`config.mk`:
```
export PLATFORM = sky130hd
export DESIGN_NAME = efal_rx_flat
export DESIGN_NICKNAME = d
export VERILOG_FILES = /design/src/rtl/efal_pkg.sv /design/src/rtl/efal_link_if.sv /design/src/rtl/efal_rx.sv /design/src/flat_wrapper.sv
export VERILOG_INCLUDE_DIRS = /design/src /design/src/rtl
export SDC_FILE = /design/constraint.sdc
export NUM_CORES = 1
export LEC_CHECK = 0
export CAP_MARGIN = 20
export CORE_MARGIN = 4
export CORE_UTILIZATION = 30
export CTS_BUF_LIST = sky130_fd_sc_hd__clkbuf_2 sky130_fd_sc_hd__clkbuf_4 sky130_fd_sc_hd__clkbuf_8
export DETAILED_ROUTE_END_ITERATION = 8
export DONT_BUFFER_PORTS = 1
export HOLD_SLACK_MARGIN = 0.1
export PLACE_DENSITY = 0.44
export SLEW_MARGIN = 0
export SYNTH_ARGS = -nofsm -noshare
export SYNTH_HDL_FRONTEND = slang
export SYNTH_SLANG_ARGS = --single-unit
```
`constraint.sdc`:
```
create_clock -name clk -period 7.3 [get_ports clk]
set_input_delay 0.365 -clock clk [delete_from_list [all_inputs] [get_ports clk]]
set_output_delay 0.365 -clock clk [all_outputs]
set_load 0.01 [all_outputs]
```
`src/rtl/efal_regs.svh`:
```
// Constants for the E1 frame alignment supervision and channel mapping ends
// Summary of operation
// B-channel uses one slot, 1-15 or 17-31
// D-channel is slot 16; H0 any six
// H1 uses all thirty payload slots
// Idle D-channel sends back-to-back HDLC flags
// Three consecutive bad alignment words lose alignment
// No multiframe alignment within 8 ms loses alignment
// 915 errored of 1000 sub-multiframes loses alignment
// Optional three consecutive bad bit 2 loses alignment
// Regain: good word, bit 2 one, good word
// Multiframe alignment: two signals 2 ms apart, within 8 ms
// Good alignment word clears bad-word counter
`ifndef EFAL_REGS_SVH
`define EFAL_REGS_SVH

`define EFAL_CLK_MHZ 100
`define EFAL_SLOTS 32
`define EFAL_SLOT_ALIGN 5'h00
`define EFAL_SLOT_D 5'h10
`define EFAL_FAS_WORD 7'h1b
`define EFAL_HDLC_FLAG 8'h7e
`define EFAL_BAD_LIMIT 2'h3
`define EFAL_MF_TIMEOUT_MS 8
`define EFAL_MF_STEP_MS 2
`define EFAL_FRAME_US 125
`define EFAL_MF_TIMEOUT_FRAMES 7'h40
`define EFAL_MF_STEP_FRAMES 7'h10
`define EFAL_SMF_WINDOW 10'h3e8
`define EFAL_SMF_ERR_LIMIT 10'h393
`define EFAL_MFAS_PATTERN 6'h0b

`endif

```
`src/rtl/efal_pkg.sv`:
```
// Types shared by both ends of the E1 alignment link
package efal_pkg;
  typedef enum logic [2:0] {
    EFAL_CH_B = 3'h0,
    EFAL_CH_D = 3'h1,
    EFAL_CH_H0 = 3'h2,
    EFAL_CH_H1 = 3'h3,
    EFAL_CH_IDLE = 3'h4
  } efal_chan_t;

  typedef enum logic [3:0] {
    EFAL_SEARCH = 4'b0001,
    EFAL_FIRST = 4'b0010,
    EFAL_CONFIRM = 4'b0100,
    EFAL_LOCKED = 4'b1000
  } efal_align_t;
endpackage

```
`src/rtl/efal_link_if.sv`:
```
// Octet-wide line link between transmitting peer and aligning receiver
`timescale 1ns/1ps
`default_nettype none
interface efal_link_if;
  logic [7:0] octet;
  logic octet_valid;
  modport tx (output octet, output octet_valid);
  modport rx (input octet, input octet_valid);
endinterface
`default_nettype wire

```
`src/rtl/efal_rx.sv`:
```
// Receiving end: basic frame and multiframe alignment supervision, demapping
`timescale 1ns/1ps
`default_nettype none
`include "efal_regs.svh"
module efal_rx
  import efal_pkg::*;
(
  input wire logic clk,
  input wire logic reset,
  efal_link_if.rx link,
  input wire logic bit2_check_en,
  input wire logic smf_errored,
  input wire logic smf_strobe,
  input wire logic [4:0] b_slot,
  input wire logic [31:0] h0_slot_mask,
  input wire logic h1_enable,
  output logic frame_aligned,
  output logic mf_aligned,
  output logic align_lost,
  output logic [7:0] rx_octet,
  output logic [4:0] rx_slot,
  output var efal_chan_t rx_chan,
  output logic rx_valid
);
  efal_align_t state_reg;
  logic [4:0] slot_reg;
  logic fas_frame_reg;
  logic [1:0] bad_fas_reg;
  logic [1:0] bad_bit2_reg;
  logic mf_lock_reg;
  logic [6:0] mf_timer_reg;
  logic [6:0] mf_since_reg;
  logic mf_seen_reg;
  logic [3:0] mf_shift_reg;
  logic [9:0] smf_count_reg;
  logic [9:0] smf_err_reg;
  logic lost;
  logic slot0;
  logic fas_ok;
  logic mfas_hit;
  logic smf_over;

  assign slot0 = link.octet_valid && slot_reg == `EFAL_SLOT_ALIGN;
  assign fas_ok = link.octet[6:0] == `EFAL_FAS_WORD;
  assign mfas_hit = {mf_shift_reg, link.octet[7]} == 5'h0b && mf_shift_reg[3:0] != 4'h0;
  assign smf_over = smf_errored && smf_err_reg + 10'h001 >= `EFAL_SMF_ERR_LIMIT;

  // ------------------------------------------------------------
  // Loss conditions
  // ------------------------------------------------------------
  always_comb begin
    lost = 1'b0;
    if (state_reg == EFAL_LOCKED && slot0) begin
      if (fas_frame_reg && !fas_ok && bad_fas_reg == 2'h2) begin
        lost = 1'b1;
      end
      if (!fas_frame_reg && bit2_check_en && !link.octet[6] && bad_bit2_reg == 2'h2) begin
        lost = 1'b1;
      end
    end
    if (state_reg == EFAL_LOCKED && !mf_lock_reg && mf_timer_reg >= `EFAL_MF_TIMEOUT_FRAMES) begin
      lost = 1'b1;
    end
    if (mf_lock_reg && smf_strobe && smf_over) begin
      lost = 1'b1;
    end
  end

  // ------------------------------------------------------------
  // Slot counter: slips one slot per failed search frame
  // ------------------------------------------------------------
  always_ff @(posedge clk) begin
    if (reset) begin
      slot_reg <= 5'h00;
    end else if (link.octet_valid) begin
      // Hunting shifts phase so a spurious word is not rehit
      if (state_reg == EFAL_SEARCH && slot_reg == `EFAL_SLOT_ALIGN && !fas_ok) begin
        slot_reg <= slot_reg + 5'h02;
      end else begin
        slot_reg <= slot_reg + 5'h01;
      end
    end
  end

  // ------------------------------------------------------------
  // Basic frame alignment
  // ------------------------------------------------------------
  always_ff @(posedge clk) begin
    if (reset) begin
      state_reg <= EFAL_SEARCH;
      fas_frame_reg <= 1'b1;
    end else if (lost) begin
      state_reg <= EFAL_SEARCH;
      fas_frame_reg <= 1'b1;
    end else if (slot0) begin
      fas_frame_reg <= !fas_frame_reg;
      unique case (state_reg)
        EFAL_SEARCH: begin
          fas_frame_reg <= 1'b0;
          if (fas_ok) begin
            state_reg <= EFAL_FIRST;
          end
        end
        EFAL_FIRST: begin
          state_reg <= link.octet[6] ? EFAL_CONFIRM : EFAL_SEARCH;
        end
        EFAL_CONFIRM: begin
          state_reg <= fas_ok ? EFAL_LOCKED : EFAL_SEARCH;
        end
        EFAL_LOCKED: begin
          state_reg <= EFAL_LOCKED;
        end
      endcase
    end
  end

  always_ff @(posedge clk) begin
    if (reset || lost || state_reg != EFAL_LOCKED) begin
      bad_fas_reg <= 2'h0;
      bad_bit2_reg <= 2'h0;
    end else if (slot0) begin
      if (fas_frame_reg) begin
        bad_fas_reg <= fas_ok ? 2'h0 : bad_fas_reg + 2'h1;
      end else begin
        bad_bit2_reg <= link.octet[6] ? 2'h0 : bad_bit2_reg + 2'h1;
      end
    end
  end

  // ------------------------------------------------------------
  // Multiframe alignment search and timeout
  // ------------------------------------------------------------
  always_ff @(posedge clk) begin
    if (reset || lost || state_reg != EFAL_LOCKED) begin
      mf_lock_reg <= 1'b0;
      mf_timer_reg <= 7'h00;
      mf_since_reg <= 7'h00;
      mf_seen_reg <= 1'b0;
      mf_shift_reg <= 4'h0;
    end else if (slot0) begin
      if (!mf_lock_reg) begin
        mf_timer_reg <= mf_timer_reg + 7'h01;
        mf_since_reg <= mf_since_reg + 7'h01;
      end
      if (!fas_frame_reg) begin
        mf_shift_reg <= {mf_shift_reg[2:0], link.octet[7]};
        if (mfas_hit && !mf_lock_reg) begin
          // Second hit a whole number of 2 ms steps later
          if (mf_seen_reg && mf_since_reg[3:0] == 4'h0) begin
            mf_lock_reg <= 1'b1;
          end
          mf_seen_reg <= 1'b1;
          // Hit frame counts as one, so a 16-frame gap reads 16 at the next hit
          mf_since_reg <= 7'h01;
        end
      end
    end
  end

  // ------------------------------------------------------------
  // Errored sub-multiframe window
  // ------------------------------------------------------------
  always_ff @(posedge clk) begin
    if (reset || lost || !mf_lock_reg) begin
      smf_count_reg <= 10'h000;
      smf_err_reg <= 10'h000;
    end else if (smf_strobe) begin
      if (smf_count_reg == `EFAL_SMF_WINDOW - 10'h001) begin
        smf_count_reg <= 10'h000;
        smf_err_reg <= 10'h000;
      end else begin
        smf_count_reg <= smf_count_reg + 10'h001;
        smf_err_reg <= smf_err_reg + {9'h000, smf_errored};
      end
    end
  end

  // ------------------------------------------------------------
  // Outputs and channel demapping
  // ------------------------------------------------------------
  always_ff @(posedge clk) begin
    if (reset) begin
      align_lost <= 1'b0;
      rx_octet <= 8'h00;
      rx_slot <= 5'h00;
      rx_chan <= EFAL_CH_IDLE;
      rx_valid <= 1'b0;
    end else begin
      align_lost <= lost;
      rx_valid <= link.octet_valid && state_reg == EFAL_LOCKED;
      rx_octet <= link.octet;
      rx_slot <= slot_reg;
      if (slot_reg == `EFAL_SLOT_D) begin
        rx_chan <= EFAL_CH_D;
      end else if (slot_reg == `EFAL_SLOT_ALIGN) begin
        rx_chan <= EFAL_CH_IDLE;
      end else if (h1_enable) begin
        rx_chan <= EFAL_CH_H1;
      end else if (h0_slot_mask[slot_reg]) begin
        rx_chan <= EFAL_CH_H0;
      end else if (slot_reg == b_slot) begin
        rx_chan <= EFAL_CH_B;
      end else begin
        rx_chan <= EFAL_CH_IDLE;
      end
    end
  end

  assign frame_aligned = state_reg == EFAL_LOCKED;
  assign mf_aligned = mf_lock_reg;
endmodule // efal_rx
`default_nettype wire

```
`src/flat_wrapper.sv`:
```
// flat-port wrapper written by rule: the top's interface ports become plain ports
module efal_rx_flat import efal_pkg::*;
  (clk, reset, bit2_check_en, smf_errored, smf_strobe, b_slot, h0_slot_mask, h1_enable, frame_aligned, mf_aligned, align_lost, rx_octet, rx_slot, rx_chan, rx_valid, link_octet, link_octet_valid);
  efal_link_if link_i ();
  input wire logic clk;
  input wire logic reset;
  input wire logic bit2_check_en;
  input wire logic smf_errored;
  input wire logic smf_strobe;
  input wire logic [4:0] b_slot;
  input wire logic [31:0] h0_slot_mask;
  input wire logic h1_enable;
  output logic frame_aligned;
  output logic mf_aligned;
  output logic align_lost;
  output logic [7:0] rx_octet;
  output logic [4:0] rx_slot;
  output var efal_chan_t rx_chan;
  output logic rx_valid;
  input wire logic [$bits(link_i.octet)-1:0] link_octet;
  input wire logic [$bits(link_i.octet_valid)-1:0] link_octet_valid;
  assign link_i.octet = link_octet;
  assign link_i.octet_valid = link_octet_valid;
  efal_rx u_core (.clk(clk), .reset(reset), .link(link_i), .bit2_check_en(bit2_check_en), .smf_errored(smf_errored), .smf_strobe(smf_strobe), .b_slot(b_slot), .h0_slot_mask(h0_slot_mask), .h1_enable(h1_enable), .frame_aligned(frame_aligned), .mf_aligned(mf_aligned), .align_lost(align_lost), .rx_octet(rx_octet), .rx_slot(rx_slot), .rx_chan(rx_chan), .rx_valid(rx_valid));
endmodule
```
# After elaboration in Yosys (flattened, before gate mapping)
# Cells that the tools add are included.
[word_totals]
regBits = 72
latchBits = 0
ramBits = 0
rom_bits = 0
in_bits = 52
wordCells = 106
mem_count = 0
[classes]
n_addsub = 9
mul = 0
div_mod_pow = 0
n_lt_le_gt_ge = 3
eq_ne = 13
n_shift = 0
muxes = 25
n_bitwise = 2
n_reduce_logical = 36
[op_table]
columns = ["op", "count"]
rows = [
  ["two-way mux 7 bit", 3],
  ["adder 10 x 1 -> 10 bit (second input constant)", 2],
  ["two-way mux 10 bit", 2],
  ["logical AND 1 bit", 18],
  ["two-way mux 3 bit", 6],
  ["case mux 4 bit (4 select lines)", 1],
  ["adder 7 x 1 -> 7 bit (second input constant)", 2],
  ["adder 10 x 1 -> 10 bit", 1],
  ["== test 10 bit (second input constant)", 1],
  ["greater-or-equal comparator 10 bit (second input constant)", 1],
  ["two-way mux 4 bit", 2],
  ["AND reduction 2 bit", 4],
  ["== test 7 x 5 -> 1 bit (second input constant)", 1],
  ["greater-or-equal comparator 7 bit (second input constant)", 1],
  ["two-way mux 1 bit", 7],
  ["less-than comparator 5 x 6 -> 1 bit (second input constant)", 1],
  ["adder 5 x 1 -> 5 bit (second input constant)", 1],
  ["adder 5 x 2 -> 5 bit (second input constant)", 1],
  ["binary-select mux 1 bit (select 5 bit)", 1],
  ["== test 5 x 4 -> 1 bit (second input constant)", 1],
  ["== test 5 bit", 1],
  ["== test 5 bit (second input constant)", 1],
  ["zero test 5 bit", 1],
  ["two-way mux 5 bit", 1],
  ["other kinds (18)", 27],
]

# Depth between registers and ports, before layout
[depth]
ltp_word = 11
depth_mapped = 11
ltp_nobuf = 8

# Worst setup path after synthesis
# OpenSTA, ideal clock, no wires.
[synth_path]
path_type = "reg2reg"
start = "register u_core.slot_reg[1]"
end = "register u_core.smf_count_reg[0]"
setup_time_ns = 0.115
arrival_ns = 2.206
path_slack_ns = 4.979
stages_incl_launch_ff = 12
n_path_buf = 3
path_cell_list = "dfxtp_1 -> buf_2 -> buf_2 -> inv_1 -> ha_1 -> nor4b_4 -> nand3_1 -> o31a_1 -> o21ai_2 -> or2_2 -> buf_6 -> nor2_1"
[synth_between]
elab_chain_cells = 8
[synth_lines]
columns = ["element", "line_no", "rtl"]
rows = [
  ["start: declaration", "efal_rx.sv:26", "logic [4:0] slot_reg;"],
  ["start signal: assignment", "efal_rx.sv:78", "slot_reg <= slot_reg + 5'h02;"],
  ["start signal: assignment", "efal_rx.sv:80", "slot_reg <= slot_reg + 5'h01;"],
  ["zero test 5 bit (no line)", "--", ""],
  ["logical AND 1 bit (no line)", "--", ""],
  ["logical AND 1 bit", "efal_rx.sv:53", "if (state_reg == EFAL_LOCKED && slot0) begin"],
  ["two-way mux 1 bit", "efal_rx.sv:53", ""],
  ["two-way mux 1 bit", "efal_rx.sv:61", "if (state_reg == EFAL_LOCKED && !mf_lock_reg && mf_timer_reg >= `EFAL_MF_TIMEOUT_FRAMES) begin"],
  ["two-way mux 1 bit", "efal_rx.sv:64", "if (mf_lock_reg && smf_strobe && smf_over) begin"],
  ["logical OR 1 bit (2 in a row)", "efal_rx.sv:164", "if (reset || lost || !mf_lock_reg) begin"],
  ["end signal: assignment", "efal_rx.sv:172", "smf_count_reg <= smf_count_reg + 10'h001;"],
  ["end: declaration", "efal_rx.sv:35", "logic [9:0] smf_count_reg;"],
]
# Every way passes these cells.
# A chain may end at the register's enable or synchronous reset.

# Final worst setup path
[layout_path]
start = "register u_core.slot_reg[1]"
end = "register u_core.mf_since_reg[0]"
[layout_between]
elab_chain_cells = 8
[layout_lines]
columns = ["element", "line_no", "rtl"]
rows = [
  ["zero test 5 bit (no line) (*)", "--", ""],
  ["logical AND 1 bit (no line) (*)", "--", ""],
  ["logical AND 1 bit", "efal_rx.sv:53", ""],
  ["two-way mux 1 bit", "efal_rx.sv:53", ""],
  ["two-way mux 1 bit", "efal_rx.sv:61", ""],
  ["two-way mux 1 bit", "efal_rx.sv:64", ""],
  ["logical OR 1 bit (2 in a row)", "efal_rx.sv:134", "if (reset || lost || state_reg != EFAL_LOCKED) begin"],
  ["end signal: assignment", "efal_rx.sv:143", "mf_since_reg <= mf_since_reg + 7'h01;"],
  ["end: declaration", "efal_rx.sv:32", "logic [6:0] mf_since_reg;"],
]
# Every way passes the cells marked *; elsewhere a longest branch is shown, timed or not.

==> out/metrics.cfg <==
[outcome]
outcome = complete, no violations

[clock_tree]
clkTransAtPathRegs_ps = 70
cts-resized-gates = 0
cts_buffers = 9
cts_tree = built
cts.sinks = 69
cts_setup_buffers = 0
htreeDepth = 3
cts-root-buf = clkbuf_8
cts_hold_buf = 2
clk_latency_ps = 360
clockBufferDepth = 2

[layout]
fill_cells = 1152
regArea_sq_mm = 0.00138
drive_gt1_share_pct = 8.92
insertedDiodeCount = 0
multi_input_area_sq_mm = 0.00182
area_growth_pct = 9.52
nNetsFinal = 428
final_cell_mix = dfxtp_1 (69), nor2_1 (57), nand2_1 (30)
final_common_cell = dfxtp_1

[synth]
synth-seq-cells = 69
synth_compound_area_share_pct = 8.55
syn_nets = 431
synth_edf_count = 0
yosysWarningCount = 0
synth_xor_area_share_pct = 7.87
postSynthCellCount = 368
synth_cell_types = 52
muxShareOfSynthArea_pct = 8.59
synth_top_family_by_area = simple AND/OR/NAND/NOR gates
async_reset_ff_share_pct = 0
synth_top_area_share_pct = 41.4
synth.cell_area_sq_mm = 0.00334
avgSynthCellArea_sq_um = 9.07
seq_area_frac_synth_pct = 41.4
synth_top_flop_cell = dfxtp_1
synthTopCellsByArea = dfxtp_1 (41%), nor2_1 (6.4%), mux2i_1 (4.2%)
synth_top_cell_by_area = dfxtp_1
synth_simple_gate_area_share_pct = 25.4
synth_adder_area_share_pct = 4.12

[worst_hold_path]
holdPathStages = 2
holdCritPathClass = in2reg

[job]
max_cap_viol_count = 0

[route]
dr.pass1.iters = 4
viasPerCell = 4.96
wirelength_um = 7270
via_count = 2532
drt_iter0_markers = 103
route.detailed.drc = 0
wire_per_inst_um = 14.2
ant_nets = 0

[global_route]
grt_start_max_net_pins = 23
grt_pass1_vias = 2460
grt.total_usage_pct = 11.8
antenna_found_initial = 1
grt.overflow.total = 0
grt_pass1_wl_um = 12000

[placed_design]
gp_congestion = 0.744
io_buffer_count = 0
hpwl_um = 5110

[critical_path]
crit_buf_inv = 1
start_kind = flop
slowest_delay_ps = 850
regToRegStartpoint = u_core.slot_reg[1]$_SDFFE_PP0P_
crit_family = flip-flops
arrival_ps = 3220
cpMaxStageDelayCell = dfxtp_1
cp-startpoint = u_core.slot_reg[1]$_SDFFE_PP0P_
crit_type = reg2reg
critPathCapture = u_core.mf_since_reg[0]$_SDFFE_PP0P_
crit_chain = inv_1, ha_1, nor3b_1, a41oi_1, o31a_1, nand3_1, a211oi_1
critPathRequiredTime_ps = 7550
endpoint_kind = flop
r2r-end = u_core.mf_since_reg[0]$_SDFFE_PP0P_
critPathMaxFanout = 21
ff2ff_setup_slack_ps = 4330
worst-path-stages = 7
r2r_cells = 7

[floorplanning]
start_util_pct = 30.8
design.die.area_sq_mm = 0.0129
die_height_um = 113
fp-row-count = 38
core_sq_mm = 0.0108
die_x_um = 113
io_pins = 72

[sta]
max_freq_ghz = 0.337
skew_ps = 6.97
rsz0062_at_grt = false
tightest_slew_ps = 885
fin_setup_tns_ps = 0
post-route-min-period_ps = 2970
hold_viol = 0
setup_viol = 0
slew_headroom_pct = 40.8
finalMaxSlewViolations = 0
hold_slack_ps = 130
fin_crit_sh_pct = 40.6

[power_and_ir_drop]
powerDensity_mw_per_mm2 = 237
max-vdd-ir-drop_mv = 0.0886
p_leak_nw = 1.26

per-layer routing:
| metal | GRT usage [%] | routed length, um | part of all wire, % |
|---|---|---|---|
| met1 | 14.4 | 3260 | 45 |
| met2 | 18.3 | 3190 | 44 |
| met3 | 4.08 | 639 | 8.8 |
| met4 | 6.49 | 163 | 2.2 |
| met5 | 0 | 12 | 0.17 |
power by group:
group	switching, mW	internal [mW]
registers	0.0244	0.389
logic	0.0549	0.0551
clock network	0.145	0.198
total	0.225	0.642
layout make-up:
type	count	share of cell area (%)
multi-input cells	271	49.8
flip-flops and latches	69	37.8
well taps	140	4.79
clock buffers	11	3.80
clock inverters	5	2.05
inverters	12	1.23
repair buffers	2	0.548
cell usage after synthesis, types with 3 or more instances:
master,count
dfxtp_1,69
nor2_1,57
nand2_1,30
nor3_1,17
xor2_1,16
a21oi_1,15
mux2i_1,14
nor2b_1,14
xnor2_1,14
nand3_1,13
ha_1,11
inv_1,11
nand4_1,10
buf_2,7
clkbuf_1,6
mux4_2,6
o21ai_0,5
a31oi_1,4
nor3b_1,4
a211oi_1,3
buf_6,3
or3_1,3
stage by stage:
stage               std cells  power [mW]  utilization [%]  instance area [sq um]  setup slack [ps]
floorplan                 368       0.513                -                   3340              4980
global route              510       0.911             33.7                   3650              3890
global placement          492       0.530             31.6                   3420              4340
CTS                       510       0.880             33.7                   3650              4230
detailed placement        492       0.532             31.6                   3420              4270
finish                    510       0.867             33.7                   3650              4330
kinds of logic after synthesis:
logic type,after synthesis
mux,21
compound gates,43
simple gates,166
xor+xnor,30
fa+ha+maj,11
buf+inv,28
flops,69
worst min-delay path by stage:
stage | slack (ps) | startpoint | to
final | 130 | reset | u_core.rx_chan[2]$_SDFF_PP1_
after CTS | 120 | link_octet[1] | u_core.rx_octet[1]$_SDFF_PP0_
after global routing | 130 | link_octet[1] | u_core.rx_octet[1]$_SDFF_PP0_
after detailed placement | 440 | reset | u_core.rx_octet[6]$_SDFF_PP0_
after floorplan | 440 | u_core.mf_seen_reg$_SDFFE_PP0P_ | u_core.mf_seen_reg$_SDFFE_PP0P_
after global placement | 440 | reset | u_core.rx_octet[2]$_SDFF_PP0_
(Power assumes the default switching activity.)
